==> src/inc/aofo_pkg.sv <==
// constants, field layout and state codes for the accelerometer output, queue and trim register bank
package aofo_pkg;

	localparam int unsigned AOFO_BYTE_W = 8;
	localparam int unsigned AOFO_RESULT_W = 20;
	localparam int unsigned AOFO_TRIM_W = 16;
	localparam int unsigned AOFO_TRIM_SHIFT = 4;
	localparam int unsigned AOFO_WORD_W = 24;
	localparam int unsigned AOFO_CNT_W = 7;
	localparam int unsigned AOFO_AXIS_SEL_W = 3;
	localparam int unsigned AOFO_LIMIT_W = 16;
	localparam int unsigned AOFO_RUN_W = 8;
	localparam int unsigned AOFO_MAG_HI = 18;
	localparam int unsigned AOFO_MAG_LO = 3;

	localparam logic [7:0] AOFO_ADDR_Z_UPPER = 8'h0e;
	localparam logic [7:0] AOFO_ADDR_Z_MIDDLE = 8'h0f;
	localparam logic [7:0] AOFO_ADDR_Z_NIBBLE = 8'h10;
	localparam logic [7:0] AOFO_ADDR_QUEUE = 8'h11;
	localparam logic [7:0] AOFO_ADDR_X_TRIM_H = 8'h1e;
	localparam logic [7:0] AOFO_ADDR_X_TRIM_L = 8'h1f;
	localparam logic [7:0] AOFO_ADDR_Y_TRIM_H = 8'h20;
	localparam logic [7:0] AOFO_ADDR_Y_TRIM_L = 8'h21;
	localparam logic [7:0] AOFO_ADDR_Z_TRIM_H = 8'h22;
	localparam logic [7:0] AOFO_ADDR_Z_TRIM_L = 8'h23;
	localparam logic [7:0] AOFO_ADDR_AXIS_SEL = 8'h24;

	localparam logic [7:0] AOFO_BYTE_RESET = 8'h00;
	localparam logic [19:0] AOFO_RESULT_RESET = 20'h00000;
	localparam logic [15:0] AOFO_TRIM_RESET = 16'h0000;
	localparam logic [2:0] AOFO_AXIS_SEL_RESET = 3'h0;
	localparam logic [23:0] AOFO_WORD_RESET = 24'h000000;
	localparam int unsigned AOFO_USE_X_BIT = 0;
	localparam int unsigned AOFO_USE_Y_BIT = 1;
	localparam int unsigned AOFO_USE_Z_BIT = 2;

	localparam logic [6:0] AOFO_QUEUE_DEPTH = 7'd96;
	localparam logic [6:0] AOFO_QUEUE_LAST = 7'd95;
	localparam logic [6:0] AOFO_CNT_ZERO = 7'd0;
	localparam logic [1:0] AOFO_BYTE_IDX_FIRST = 2'd0;
	localparam logic [1:0] AOFO_BYTE_IDX_LAST = 2'd2;

	// low nibble of a queued word names its axis
	localparam logic [3:0] AOFO_TAG_X = 4'h1;
	localparam logic [3:0] AOFO_TAG_Y = 4'h2;
	localparam logic [3:0] AOFO_TAG_Z = 4'h3;

	typedef enum logic [3:0] {
		AOFO_PUSH_IDLE = 4'b0001,
		AOFO_PUSH_X = 4'b0010,
		AOFO_PUSH_Y = 4'b0100,
		AOFO_PUSH_Z = 4'b1000
	} aofo_push_e;

endpackage

==> src/rtl/accel_output_fifo_offset_regs.sv <==
// z result registers, axis queue read port, per-axis trim and activity axis selection
//
// Notes on behaviour
// - z result is 20-bit two's complement, bytes 19:12, 11:4, then 3:0 in upper nibble.
// - queued words are 24 bits, sent as three bytes, most significant first.
// - reading the queue port pops one word; host finishes it with two more reads.
// - sustained queue burst pops a further word every third byte.
// - a read burst starting at the queue port keeps the address pointer fixed.
// - reaching the queue port by auto-increment returns zero, no pop, then advances.
// - a signed 16-bit trim per axis is added after all other processing.
// - trim bit 0 lines up with result bit 4, covering result bits 19:4.
// - trim pairs sit high byte first, x pair then y then z.
// - an axis joins activity detection only while its select bit is set.
// - activity axis select resets to zero, no axis taking part.
// - activity declared after the programmed run of samples above the magnitude limit.
// - queue keeps a count of held words from zero to ninety-six.
`timescale 1ns/1ps

module accel_output_fifo_offset_regs
	import aofo_pkg::*;
(
	input wire logic clk_in,
	input wire logic rst_n_in,
	input wire logic sample_valid_in,
	input wire logic [19:0] raw_x_in,
	input wire logic [19:0] raw_y_in,
	input wire logic [19:0] raw_z_in,
	input wire logic xfer_start_in,
	input wire logic [7:0] xfer_addr_in,
	input wire logic rd_strobe_in,
	input wire logic wr_strobe_in,
	input wire logic [7:0] wr_data_in,
	input wire logic [15:0] motion_magnitude_limit_in,
	input wire logic [7:0] motion_consecutive_needed_in,
	output logic [7:0] rd_data_out,
	output logic rd_valid_out,
	output logic [19:0] x_accel_result_out,
	output logic [19:0] y_accel_result_out,
	output logic [19:0] z_accel_result_out,
	output logic [6:0] queue_fill_count_out,
	output logic motion_detected_out
);

	function automatic logic [19:0] trim_add(input logic [19:0] raw, input logic [15:0] trim);
		logic [19:0] aligned;
		aligned = {trim, 4'h0};
		trim_add = raw + aligned;
	endfunction

	// magnitude of result bits 18:3, the limit's significance; full-scale negative saturates
	function automatic logic [15:0] magnitude(input logic [19:0] res);
		logic [19:0] pos;
		pos = res[19] ? (~res + 20'h00001) : res;
		magnitude = pos[19] ? 16'hffff : pos[AOFO_MAG_HI:AOFO_MAG_LO];
	endfunction

	function automatic logic [6:0] next_idx(input logic [6:0] idx);
		next_idx = (idx == AOFO_QUEUE_LAST) ? AOFO_CNT_ZERO : idx + 7'd1;
	endfunction

	// strobes in the start cycle are dropped because the pointer is reloading then
	function automatic logic strobe_taken(input logic strobe, input logic start);
		strobe_taken = strobe && !start;
	endfunction

	logic [19:0] x_res_ff;
	logic [19:0] y_res_ff;
	logic [19:0] z_res_ff;
	logic [15:0] x_trim_ff;
	logic [15:0] y_trim_ff;
	logic [15:0] z_trim_ff;
	logic [2:0] axis_sel_ff;
	logic [7:0] ptr_ff;
	logic first_ff;
	logic queue_mode_ff;
	logic [1:0] byte_idx_ff;
	logic [23:0] held_word_ff;
	logic [6:0] wr_idx_ff;
	logic [6:0] rd_idx_ff;
	logic [6:0] count_ff;
	logic [23:0] queue_mem_ff [0:95];
	aofo_push_e push_state_ff;
	aofo_push_e nxt_push_state;
	logic [7:0] run_ff;
	logic motion_ff;
	logic [7:0] rd_data_ff;
	logic rd_valid_ff;

	logic [19:0] nxt_x_res;
	logic [19:0] nxt_y_res;
	logic [19:0] nxt_z_res;
	logic [7:0] nxt_rd_data;
	logic queue_hit;
	logic queue_access;
	logic pop;
	logic push;
	logic [23:0] push_word;
	logic above;
	logic [7:0] nxt_run;
	logic [7:0] needed;
	logic rd_take;
	logic wr_take;
	logic queue_empty;
	logic queue_full;
	logic over_x;
	logic over_y;
	logic over_z;

	assign nxt_x_res = trim_add(raw_x_in, x_trim_ff);
	assign nxt_y_res = trim_add(raw_y_in, y_trim_ff);
	assign nxt_z_res = trim_add(raw_z_in, z_trim_ff);

	assign rd_take = strobe_taken(rd_strobe_in, xfer_start_in);
	assign wr_take = strobe_taken(wr_strobe_in, xfer_start_in);
	// occupancy flags; a full queue refuses pushes, an empty one refuses pops
	assign queue_empty = (count_ff == AOFO_CNT_ZERO);
	assign queue_full = (count_ff == AOFO_QUEUE_DEPTH);

	// results latch only on a sample; trims written meanwhile wait for the next one
	always_ff @(posedge clk_in or negedge rst_n_in) begin
		if (!rst_n_in) begin
			x_res_ff <= AOFO_RESULT_RESET;
			y_res_ff <= AOFO_RESULT_RESET;
			z_res_ff <= AOFO_RESULT_RESET;
		end else if (sample_valid_in) begin
			x_res_ff <= nxt_x_res;
			y_res_ff <= nxt_y_res;
			z_res_ff <= nxt_z_res;
		end
	end

	// address pointer: auto-increment except while parked on the queue port
	assign queue_hit = (ptr_ff == AOFO_ADDR_QUEUE);
	assign queue_access = rd_strobe_in && queue_hit && (queue_mode_ff || first_ff);

	always_ff @(posedge clk_in or negedge rst_n_in) begin
		if (!rst_n_in) begin
			ptr_ff <= AOFO_BYTE_RESET;
			first_ff <= 1'b0;
			queue_mode_ff <= 1'b0;
		end else if (xfer_start_in) begin
			ptr_ff <= xfer_addr_in;
			first_ff <= 1'b1;
			queue_mode_ff <= 1'b0;
		end else if (rd_strobe_in || wr_strobe_in) begin
			first_ff <= 1'b0;
			if (queue_access) begin
				queue_mode_ff <= 1'b1;
			end else begin
				ptr_ff <= ptr_ff + 8'h01;
			end
		end
	end

	// host writes: only trim pairs and the three select bits take data
	always_ff @(posedge clk_in or negedge rst_n_in) begin
		if (!rst_n_in) begin
			x_trim_ff <= AOFO_TRIM_RESET;
			y_trim_ff <= AOFO_TRIM_RESET;
			z_trim_ff <= AOFO_TRIM_RESET;
			axis_sel_ff <= AOFO_AXIS_SEL_RESET;
		end else if (wr_take) begin
			unique case (ptr_ff)
				AOFO_ADDR_X_TRIM_H: x_trim_ff[15:8] <= wr_data_in;
				AOFO_ADDR_X_TRIM_L: x_trim_ff[7:0] <= wr_data_in;
				AOFO_ADDR_Y_TRIM_H: y_trim_ff[15:8] <= wr_data_in;
				AOFO_ADDR_Y_TRIM_L: y_trim_ff[7:0] <= wr_data_in;
				AOFO_ADDR_Z_TRIM_H: z_trim_ff[15:8] <= wr_data_in;
				AOFO_ADDR_Z_TRIM_L: z_trim_ff[7:0] <= wr_data_in;
				AOFO_ADDR_AXIS_SEL: axis_sel_ff <= wr_data_in[2:0];
				default: ;
			endcase
		end
	end

	// read mux; queue bytes come from the memory on the popping byte, else from the held word
	always_comb begin
		nxt_rd_data = AOFO_BYTE_RESET;
		pop = 1'b0;
		if (queue_access) begin
			if (byte_idx_ff == AOFO_BYTE_IDX_FIRST) begin
				if (!queue_empty) begin
					pop = rd_take;
					nxt_rd_data = queue_mem_ff[rd_idx_ff][23:16];
				end
			end else if (byte_idx_ff == AOFO_BYTE_IDX_LAST) begin
				nxt_rd_data = held_word_ff[7:0];
			end else begin
				nxt_rd_data = held_word_ff[15:8];
			end
		end else begin
			unique case (ptr_ff)
				AOFO_ADDR_Z_UPPER: nxt_rd_data = z_res_ff[19:12];
				AOFO_ADDR_Z_MIDDLE: nxt_rd_data = z_res_ff[11:4];
				AOFO_ADDR_Z_NIBBLE: nxt_rd_data = {z_res_ff[3:0], 4'h0};
				AOFO_ADDR_QUEUE: nxt_rd_data = AOFO_BYTE_RESET;
				AOFO_ADDR_X_TRIM_H: nxt_rd_data = x_trim_ff[15:8];
				AOFO_ADDR_X_TRIM_L: nxt_rd_data = x_trim_ff[7:0];
				AOFO_ADDR_Y_TRIM_H: nxt_rd_data = y_trim_ff[15:8];
				AOFO_ADDR_Y_TRIM_L: nxt_rd_data = y_trim_ff[7:0];
				AOFO_ADDR_Z_TRIM_H: nxt_rd_data = z_trim_ff[15:8];
				AOFO_ADDR_Z_TRIM_L: nxt_rd_data = z_trim_ff[7:0];
				AOFO_ADDR_AXIS_SEL: nxt_rd_data = {5'h00, axis_sel_ff};
				default: nxt_rd_data = AOFO_BYTE_RESET;
			endcase
		end
	end

	// answer one cycle after the strobe; data holds until the next read
	always_ff @(posedge clk_in or negedge rst_n_in) begin
		if (!rst_n_in) begin
			rd_data_ff <= AOFO_BYTE_RESET;
			rd_valid_ff <= 1'b0;
		end else begin
			rd_valid_ff <= rd_take;
			if (rd_take) begin
				rd_data_ff <= nxt_rd_data;
			end
		end
	end

	// byte position survives across transactions so single reads can finish a word
	always_ff @(posedge clk_in or negedge rst_n_in) begin
		if (!rst_n_in) begin
			byte_idx_ff <= AOFO_BYTE_IDX_FIRST;
			held_word_ff <= AOFO_WORD_RESET;
		end else if (queue_access && !xfer_start_in) begin
			if (pop) begin
				held_word_ff <= queue_mem_ff[rd_idx_ff];
				byte_idx_ff <= byte_idx_ff + 2'd1;
			end else if (byte_idx_ff == AOFO_BYTE_IDX_LAST) begin
				byte_idx_ff <= AOFO_BYTE_IDX_FIRST;
			end else if (byte_idx_ff != AOFO_BYTE_IDX_FIRST) begin
				byte_idx_ff <= byte_idx_ff + 2'd1;
			end
		end
	end

	// each sample is queued as three axis words over three cycles; a new sample restarts it
	always_comb begin
		nxt_push_state = push_state_ff;
		push_word = AOFO_WORD_RESET;
		unique case (push_state_ff)
			AOFO_PUSH_IDLE: nxt_push_state = AOFO_PUSH_IDLE;
			AOFO_PUSH_X: begin
				nxt_push_state = AOFO_PUSH_Y;
				push_word = {x_res_ff, AOFO_TAG_X};
			end
			AOFO_PUSH_Y: begin
				nxt_push_state = AOFO_PUSH_Z;
				push_word = {y_res_ff, AOFO_TAG_Y};
			end
			AOFO_PUSH_Z: begin
				nxt_push_state = AOFO_PUSH_IDLE;
				push_word = {z_res_ff, AOFO_TAG_Z};
			end
			default: nxt_push_state = AOFO_PUSH_IDLE;
		endcase
		if (sample_valid_in) begin
			nxt_push_state = AOFO_PUSH_X;
		end
	end

	// a full queue drops the incoming word; overrun flags live elsewhere
	assign push = (push_state_ff != AOFO_PUSH_IDLE) && !queue_full;

	always_ff @(posedge clk_in or negedge rst_n_in) begin
		if (!rst_n_in) begin
			push_state_ff <= AOFO_PUSH_IDLE;
		end else begin
			push_state_ff <= nxt_push_state;
		end
	end

	// storage has no reset: the count alone says which words are live
	always_ff @(posedge clk_in) begin
		if (push) begin
			queue_mem_ff[wr_idx_ff] <= push_word;
		end
	end

	// a pop and a push in one cycle leave the count where it was
	always_ff @(posedge clk_in or negedge rst_n_in) begin
		if (!rst_n_in) begin
			wr_idx_ff <= AOFO_CNT_ZERO;
			rd_idx_ff <= AOFO_CNT_ZERO;
			count_ff <= AOFO_CNT_ZERO;
		end else begin
			if (push) begin
				wr_idx_ff <= next_idx(wr_idx_ff);
			end
			if (pop) begin
				rd_idx_ff <= next_idx(rd_idx_ff);
			end
			if (push && !pop) begin
				count_ff <= count_ff + 7'd1;
			end else if (pop && !push) begin
				count_ff <= count_ff - 7'd1;
			end
		end
	end

	assign over_x = axis_sel_ff[AOFO_USE_X_BIT] && (magnitude(nxt_x_res) > motion_magnitude_limit_in);
	assign over_y = axis_sel_ff[AOFO_USE_Y_BIT] && (magnitude(nxt_y_res) > motion_magnitude_limit_in);
	assign over_z = axis_sel_ff[AOFO_USE_Z_BIT] && (magnitude(nxt_z_res) > motion_magnitude_limit_in);

	// activity: any selected axis over the limit extends the run, otherwise it restarts
	always_comb begin
		above = 1'b0;
		if (over_x) begin
			above = 1'b1;
		end
		if (over_y) begin
			above = 1'b1;
		end
		if (over_z) begin
			above = 1'b1;
		end
		nxt_run = above ? ((run_ff == 8'hff) ? run_ff : run_ff + 8'h01) : 8'h00;
		// a needed count of zero is treated as one so a single sample can trigger
		needed = (motion_consecutive_needed_in == 8'h00) ? 8'h01 : motion_consecutive_needed_in;
	end

	// run and verdict move only on sample edges, so the level is steady between samples
	always_ff @(posedge clk_in or negedge rst_n_in) begin
		if (!rst_n_in) begin
			run_ff <= 8'h00;
			motion_ff <= 1'b0;
		end else if (sample_valid_in) begin
			run_ff <= nxt_run;
			motion_ff <= above && (nxt_run >= needed);
		end
	end

	assign rd_data_out = rd_data_ff;
	assign rd_valid_out = rd_valid_ff;
	assign x_accel_result_out = x_res_ff;
	assign y_accel_result_out = y_res_ff;
	assign z_accel_result_out = z_res_ff;
	assign queue_fill_count_out = count_ff;
	assign motion_detected_out = motion_ff;

endmodule // accel_output_fifo_offset_regs

==> config.mk <==
export PLATFORM = sky130hd
export DESIGN_NAME = accel_output_fifo_offset_regs
export DESIGN_NICKNAME = d
export VERILOG_FILES = /design/src/inc/aofo_pkg.sv /design/src/rtl/accel_output_fifo_offset_regs.sv
export SDC_FILE = /design/constraint.sdc
export NUM_CORES = 2
export LEC_CHECK = 0
export ABC_AREA = 1
export BUFFER_PORTS_ARGS = -buffer_cell sky130_fd_sc_hd__buf_4
export CAP_MARGIN = 20
export CORE_UTILIZATION = 60
export CTS_CLUSTER_SIZE = 14
export DETAILED_ROUTE_END_ITERATION = 12
export PLACE_DENSITY = 0.77
export SLEW_MARGIN = 5
export SYNTH_ARGS = -nofsm -noshare
export SYNTH_HDL_FRONTEND = slang
export SYNTH_SLANG_ARGS = --single-unit
==> constraint.sdc <==
create_clock -name clk_in -period 7.2 [get_ports clk_in]
set_clock_uncertainty 0.1 [all_clocks]
set_input_delay 0.72 -clock clk_in [delete_from_list [all_inputs] [get_ports clk_in]]
set_output_delay 0.72 -clock clk_in [all_outputs]
set_load 0.01 [all_outputs]
# --- Yosys cells after proc, flatten, opt, wreduce, memory -nomap -nowiden ---
# Memories as Yosys holds them, arrays and structs flattened.
# Index checks and enable logic that the tools add are counted.
classes:
  addsub: 13
  magnitude_cmp: 4
  n_eq_ne: 21
  mux: 40
  n_bitwise: 3
  n_reduce_logical: 37
op_table:
  columns: ["operator", "n"]
  rows:
  - ["8-bit 2-to-1 mux", 10]
  - ["8-bit case mux with 10 select lines", 1]
  - ["24-bit case mux with 3 select lines", 1]
  - ["20-bit by 1-bit adder with 20-bit output, second input constant", 3]
  - ["20-bit adder", 3]
  - ["20-bit 2-to-1 mux", 3]
  - ["20-bit NOT", 3]
  - ["16-bit greater-than comparator", 3]
  - ["16-bit 2-to-1 mux", 3]
  - ["8-bit by 6-bit == test with 1-bit output, second input constant", 5]
  - ["8-bit by 5-bit == test with 1-bit output, second input constant", 4]
  - ["7-bit 2-to-1 mux", 4]
  - ["2-bit AND reduction", 11]
  - ["7-bit by 1-bit adder with 7-bit output, second input constant", 3]
  - ["7-bit == test, second input constant", 3]
  - ["8-bit by 1-bit adder with 8-bit output, second input constant", 2]
  - ["8-bit by 4-bit == test with 1-bit output, second input constant", 2]
  - ["1-bit 2-to-1 mux", 13]
  - ["1-bit logical AND", 12]
  - ["8-bit == test, second input constant", 1]
  - ["8-bit greater-or-equal comparator", 1]
  - ["8-bit zero test", 1]
  - ["4-bit case mux with 2 select lines", 1]
  - ["2-bit nonzero test", 4]
  - ["15 further kinds", 21]
word_totals:
  reg_bits: 182
  ramBits: 2304
  inputBits: 106
  out_inout_bits: 77
  elab_cells: 142
  mem_count: 1
memory_table:
  columns: ["name", "words", "width", "read_ports", "rd_clocked_by_memory_dff", "write_ports", "line_no", "rtl"]
  rows:
  - ["queue_mem_ff", 96, 24, 1, 0, 1, "accel_output_fifo_offset_regs.sv:81", "logic [23:0] queue_mem_ff [0:95];"]

# --- Depth between registers and ports, before layout ---
depth:
  depth_word: 13
  mapped_depth: 38
  ltp_nobuf: 37

# --- Worst setup path before layout ---
# Ideal clock, no wire load.
synth_timing:
  kind: "input-to-reg"
  start: "input port raw_z_in[4]"
  end: "register motion_ff (netlist: motion_detected_out)"
  arrival_time_ns: 4.814
  t_required_ns: 6.981
  slack_ns: 2.168
  cell_stages: 35
  n_path_buf: 1
  cell_sequence: "ha_1 inv_1 fa_1 nand3b_1 nand2_1 xnor2_2 nand3_1 nor2_1 nand4_1 nor2_2 nand3_1 nand2_1 nand2_1 nand2_1 nand2_1 ha_1 nand2_1 inv_1 nand3_1 or3_1 inv_1 nand2_1 nand2_1 nand2_1 nand3_1 clkbuf_1 nand2_1 inv_1 ha_1 a21oi_1 o21ai_0 nand2_1 o2111ai_1 nand3_1 nand2_1"
synth_between:
  elab_chain_cells: 11
synth_lines:
  columns: ["element", "line_no", "rtl"]
  rows:
  - ["from (decl)", "accel_output_fifo_offset_regs.sv:27", "input wire logic [19:0] raw_z_in,"]
  - ["20-bit adder *", "accel_output_fifo_offset_regs.sv:47", "trim_add = raw + aligned;"]
  - ["20-bit NOT", "accel_output_fifo_offset_regs.sv:53", "pos = res[19] ? (~res + 20'h00001) : res;"]
  - ["20-bit by 1-bit adder with 20-bit output", "accel_output_fifo_offset_regs.sv:53", null]
  - ["20-bit 2-to-1 mux *", "accel_output_fifo_offset_regs.sv:53", null]
  - ["16-bit 2-to-1 mux *", "accel_output_fifo_offset_regs.sv:54", "magnitude = pos[19] ? 16'hffff : pos[AOFO_MAG_HI:AOFO_MAG_LO];"]
  - ["16-bit greater-than comparator *", "accel_output_fifo_offset_regs.sv:305", "assign over_z = axis_sel_ff[AOFO_USE_Z_BIT] && (magnitude(nxt_z_res) > motion_magnitude_limit_in);"]
  - ["1-bit logical AND *", "accel_output_fifo_offset_regs.sv:305", null]
  - ["1-bit 2-to-1 mux *", "accel_output_fifo_offset_regs.sv:316", "if (over_z) begin"]
  - ["8-bit 2-to-1 mux *", "accel_output_fifo_offset_regs.sv:319", "nxt_run = above ? ((run_ff == 8'hff) ? run_ff : run_ff + 8'h01) : 8'h00;"]
  - ["named net nxt_run[3]", "accel_output_fifo_offset_regs.sv:99", "logic [7:0] nxt_run;"]
  - ["8-bit greater-or-equal comparator *", "accel_output_fifo_offset_regs.sv:331", "motion_ff <= above && (nxt_run >= needed);"]
  - ["1-bit logical AND *", "accel_output_fifo_offset_regs.sv:331", null]
  - ["to (signal assigned)", "accel_output_fifo_offset_regs.sv:331", null]
  - ["to (decl)", "accel_output_fifo_offset_regs.sv:85", "logic motion_ff;"]
# The timed path passes the listed nets; every way through them passes the cells marked *.
# A chain may end at the register's enable or synchronous reset.

# --- Worst setup path in the final report ---
layout_timing:
  start: "register z_trim_ff[2]"
  end: "register motion_ff (netlist: motion_detected_out)"
layout_between:
  elab_chain_cells: 11
layout_lines:
  columns: ["element", "line_no", "rtl"]
  rows:
  - ["from (decl)", "accel_output_fifo_offset_regs.sv:71", "logic [15:0] z_trim_ff;"]
  - ["from (signal assigned)", "accel_output_fifo_offset_regs.sv:169", "AOFO_ADDR_Z_TRIM_L: z_trim_ff[7:0] <= wr_data_in;"]
  - ["20-bit adder *", "accel_output_fifo_offset_regs.sv:47", null]
  - ["20-bit NOT", "accel_output_fifo_offset_regs.sv:53", null]
  - ["20-bit by 1-bit adder with 20-bit output", "accel_output_fifo_offset_regs.sv:53", null]
  - ["20-bit 2-to-1 mux *", "accel_output_fifo_offset_regs.sv:53", null]
  - ["16-bit 2-to-1 mux *", "accel_output_fifo_offset_regs.sv:54", null]
  - ["16-bit greater-than comparator *", "accel_output_fifo_offset_regs.sv:305", null]
  - ["1-bit logical AND *", "accel_output_fifo_offset_regs.sv:305", null]
  - ["1-bit 2-to-1 mux *", "accel_output_fifo_offset_regs.sv:316", null]
  - ["8-bit 2-to-1 mux *", "accel_output_fifo_offset_regs.sv:319", null]
  - ["named net nxt_run[3]", "accel_output_fifo_offset_regs.sv:99", null]
  - ["8-bit greater-or-equal comparator *", "accel_output_fifo_offset_regs.sv:331", null]
  - ["1-bit logical AND *", "accel_output_fifo_offset_regs.sv:331", null]
# Marked as above.

==> flow_metrics.py <==
metrics = {
    "floorplanning": {
        "rows": 146,
        "io-pin-count": 183,
        "design.die.area_mm2": 0.163,
        "die_h_um": 403,
        "initial_core_util_pct": 60.8,
        "die_w_um": 403,
        "core-area_mm2": 0.159,
    },
    "synthesis": {
        "yosysSeqAreaShare_pct": 70.2,
        "synth_area_mm2": 0.0967,
        "synth-simple-area-share_pct": 12.1,
        "ys_types": 67,
        "syn_area_per_cell_um2": 11.9,
        "synth.area.top_cells": "edfxtp_1 66%, o21ai_0 6.1%, nor2_1 5.5%, dfrtp_1 4.6%, nand2_1 3.5%",
        "syn_inst": 8153,
        "yosysTopAreaCellShare_pct": 65.6,
        "yosys.area_share.adder_pct": 1.56,
        "synth_compound_gate_area_share_pct": 12.0,
        "async_flop_share_pct": 7.85,
        "yosys-mux-area-fraction_pct": 0.0220,
        "synth-edff-count": 2112,
        "syn-num-nets": 8377,
        "synth.most_common_cell": "edfxtp_1",
        "synth_area_leader_cell": "edfxtp_1",
        "synthTopCellsByCount": "2112 x edfxtp_1, 1415 x nor2_1, 1178 x o21ai_0",
        "ys.flop_type": "edfxtp_1",
        "synth_top_family_by_area": "simple AND/OR/NAND/NOR gates",
        "synth_xor_area_share_pct": 0.470,
        "yosys_warnings": 0,
        "synth_seq_cells": 2292,
    },
    "grt": {
        "grt_max_degree": 220,
        "antenna_found_initial": 8,
        "grt_pass1_vias": 64415,
        "track_usage_pct": 34.8,
        "overflow": 0,
        "grt_pass1_wl_um": 417000,
    },
    "worst_hold_path": {
        "min_path_type": "input pin to flop",
    },
    "routing": {
        "wl_per_cell_um": 27.2,
        "wl_um": 287000,
        "vias": 68723,
        "dr.pass1.iters": 7,
        "vias_per_cell": 6.50,
        "antenna_left": 0,
        "remaining_drc_errors": 0,
        "drt_iter0_drc": 10457,
    },
    "final_layout": {
        "final_core_util_pct": 67.4,
        "final_cell_area_mm2": 0.107,
        "drive_gt1_share_pct": 9.99,
        "finalNonFillerCells": 10565,
        "nets": 8461,
        "multiInputGateArea_mm2": 0.0259,
        "syn_to_final_growth_pct": 10.9,
        "fill_cells": 10999,
        "register_area_mm2": 0.0679,
    },
    "pwr": {
        "swShare_pct": 25.5,
        "p_int_mw": 22.1,
        "power_density_mw_per_mm2": 276,
        "p_leak_nw": 37.7,
        "p_seq_share_pct": 52.4,
        "p_switching_mw": 7.56,
        "ir_drop_mv": 0.289,
        "finalPower_mw": 29.6,
        "clock_power_share_pct": 36.9,
        "p_comb_share_pct": 10.7,
    },
    "worst_setup_path": {
        "max_stage_delay_ns": 0.46,
        "cp-end-kind": "flop",
        "start_kind": "flop",
        "required_ns": 7.82,
        "arrival_ns": 6.33,
        "critPathMaxFanout": 17,
        "cpMaxStageDelayCell": "inv_1",
        "cpMostUsedCell": "nand2_1",
        "worst-setup-path-type": "flop to flop",
        "reg2reg_setup_slack_ns": 1.49,
    },
    "outcome": {
        "outcome": "finished clean",
    },
    "sta": {
        "relSlewSlack_pct": 18.5,
        "whs_ns": 0.0552,
        "fin_crit_sh_pct": 79.3,
        "rsz0062_at_grt": "false",
        "finalSetupViolations": 0,
        "finalCriticalPeriod_ns": 5.71,
        "max_freq_mhz": 175,
        "hold_viol": 0,
        "slew_violations": 0,
        "tightest_slew_ns": 1.22,
        "tns_ns": 0,
        "fin_ws_ns": 1.49,
    },
    "flow_run": {
        "drv_cap": 0,
    },
    "clocking": {
        "clock_path_buffers": 3,
        "worstSkewPairLatency_ns": 0.85,
        "cts_resized": 0,
        "clockRootBuffer": "clkbuf_16",
        "numCtsBuffers": 217,
        "htreeDepth": 4,
        "cts_tree": "yes",
        "clk_pin_slew_ns": 0.07,
        "cts.sinks": 2292,
    },
    "place": {
        "placedCellCount": 10157,
        "dpl.hpwl_um": 170000,
        "place.gp.congestion": 0.941,
        "numPortBuffers": 182,
        "place_area_mm2": 0.100,
        "pre_cts_slack_ns": 1.08,
    },
}
cell type report:
| cell class | instances | share of cell area (%) |
|---|---|---|
| inverters | 282 | 1.01 |
| repair buffers | 364 | 2.76 |
| multi-input cells | 5080 | 24.1 |
| flip-flops and latches | 2292 | 63.3 |
| clock inverters | 118 | 0.899 |
| diodes | 1 | 0.00233 |
| well taps | 2146 | 2.50 |
| clock buffers | 282 | 5.37 |
state kept, by name, indices dropped and copies added, names as in the netlist, 14 cells and up:
signal,count
x_accel_result_out,20
z_trim_ff,16
held_word_ff,14
y_trim_ff,16
y_accel_result_out,20
queue_mem_ff,2112
z_accel_result_out,20
x_trim_ff,16
routing by layer:
metal  share of wire [%]  GRT usage (%)  wire length (µm)  up-vias
li1                    -              -                 -    29809
met1                  37           48.5            107000    33300
met2                  45           52.7            130000     4902
met3                  12           7.20             35400      708
met4                 5.2           16.6             14900        4
met5              0.0080              0                23        -
power groups by stage:
stage	combinational, mW	sequential, mW	clock, mW
floorplan	1.68	15.8	0
global placement	3.02	15.8	0
detailed placement	3.08	15.8	0
CTS	3.09	15.5	10.9
global route	3.37	15.6	11.4
finish	3.17	15.5	10.9
cells by family after synthesis:
family | Yosys count
AND/OR/NAND/NOR | 2862
flip-flops | 2292
AO/OA/AOI/OAI | 2050
buffers and inverters | 781
adder cells (fa/ha/maj) | 118
XOR/XNOR | 48
multiplexers | 2
worst paths after layout:
path                                                       endpoint                 startpoint  cells past startpoint
worst max register to register      motion_detected_out$_DFFE_PN0P_   z_trim_ff[2]$_DFFE_PN0P_                     30
max in group asynchronous                  rd_idx_ff[2]$_DFFE_PN0P_                   rst_n_in                      3
min in group asynchronous       queue_fill_count_out[5]$_DFFE_PN0P_                   rst_n_in                      2
worst min-delay path              z_accel_result_out[3]$_DFFE_PN0P_                raw_z_in[3]                      3
worst min register to register            queue_mode_ff$_DFFE_PN0P_  queue_mode_ff$_DFFE_PN0P_                      2
worst max-delay path                motion_detected_out$_DFFE_PN0P_   z_trim_ff[2]$_DFFE_PN0P_                     30
layout by cell type, fill, tap and decap left out, types with 175 or more instances in the layout:
cell type	netlist	layout
nand2_1	902	900
nor2_1	1415	1320
a21oi_1	200	200
o21ai_0	1178	1178
dfrtp_1	179	175
clkbuf_16	0	218
buf_4	39	341
o22ai_1	299	299
inv_1	265	261
edfxtp_1	2112	2112
nand3_1	392	382
repair_timing:
item / CTS / global route
hold endpoints to repair: 61 / 0
hold buffers: 5 / 0
setup buffers: 0 / 0
worst max-delay path, delay by kind of cell (launching register included):
kind / cells / cell delay (ns)
DFF: 1 / 0.43
adders and majority gates: 3 / 0.91
and+or+nand+nor: 14 / 1.90
AOI/OAI and AO/OA: 9 / 1.47
buffers and inverters: 4 / 0.78
No activity file was read; power rests on OpenSTA's default activity.
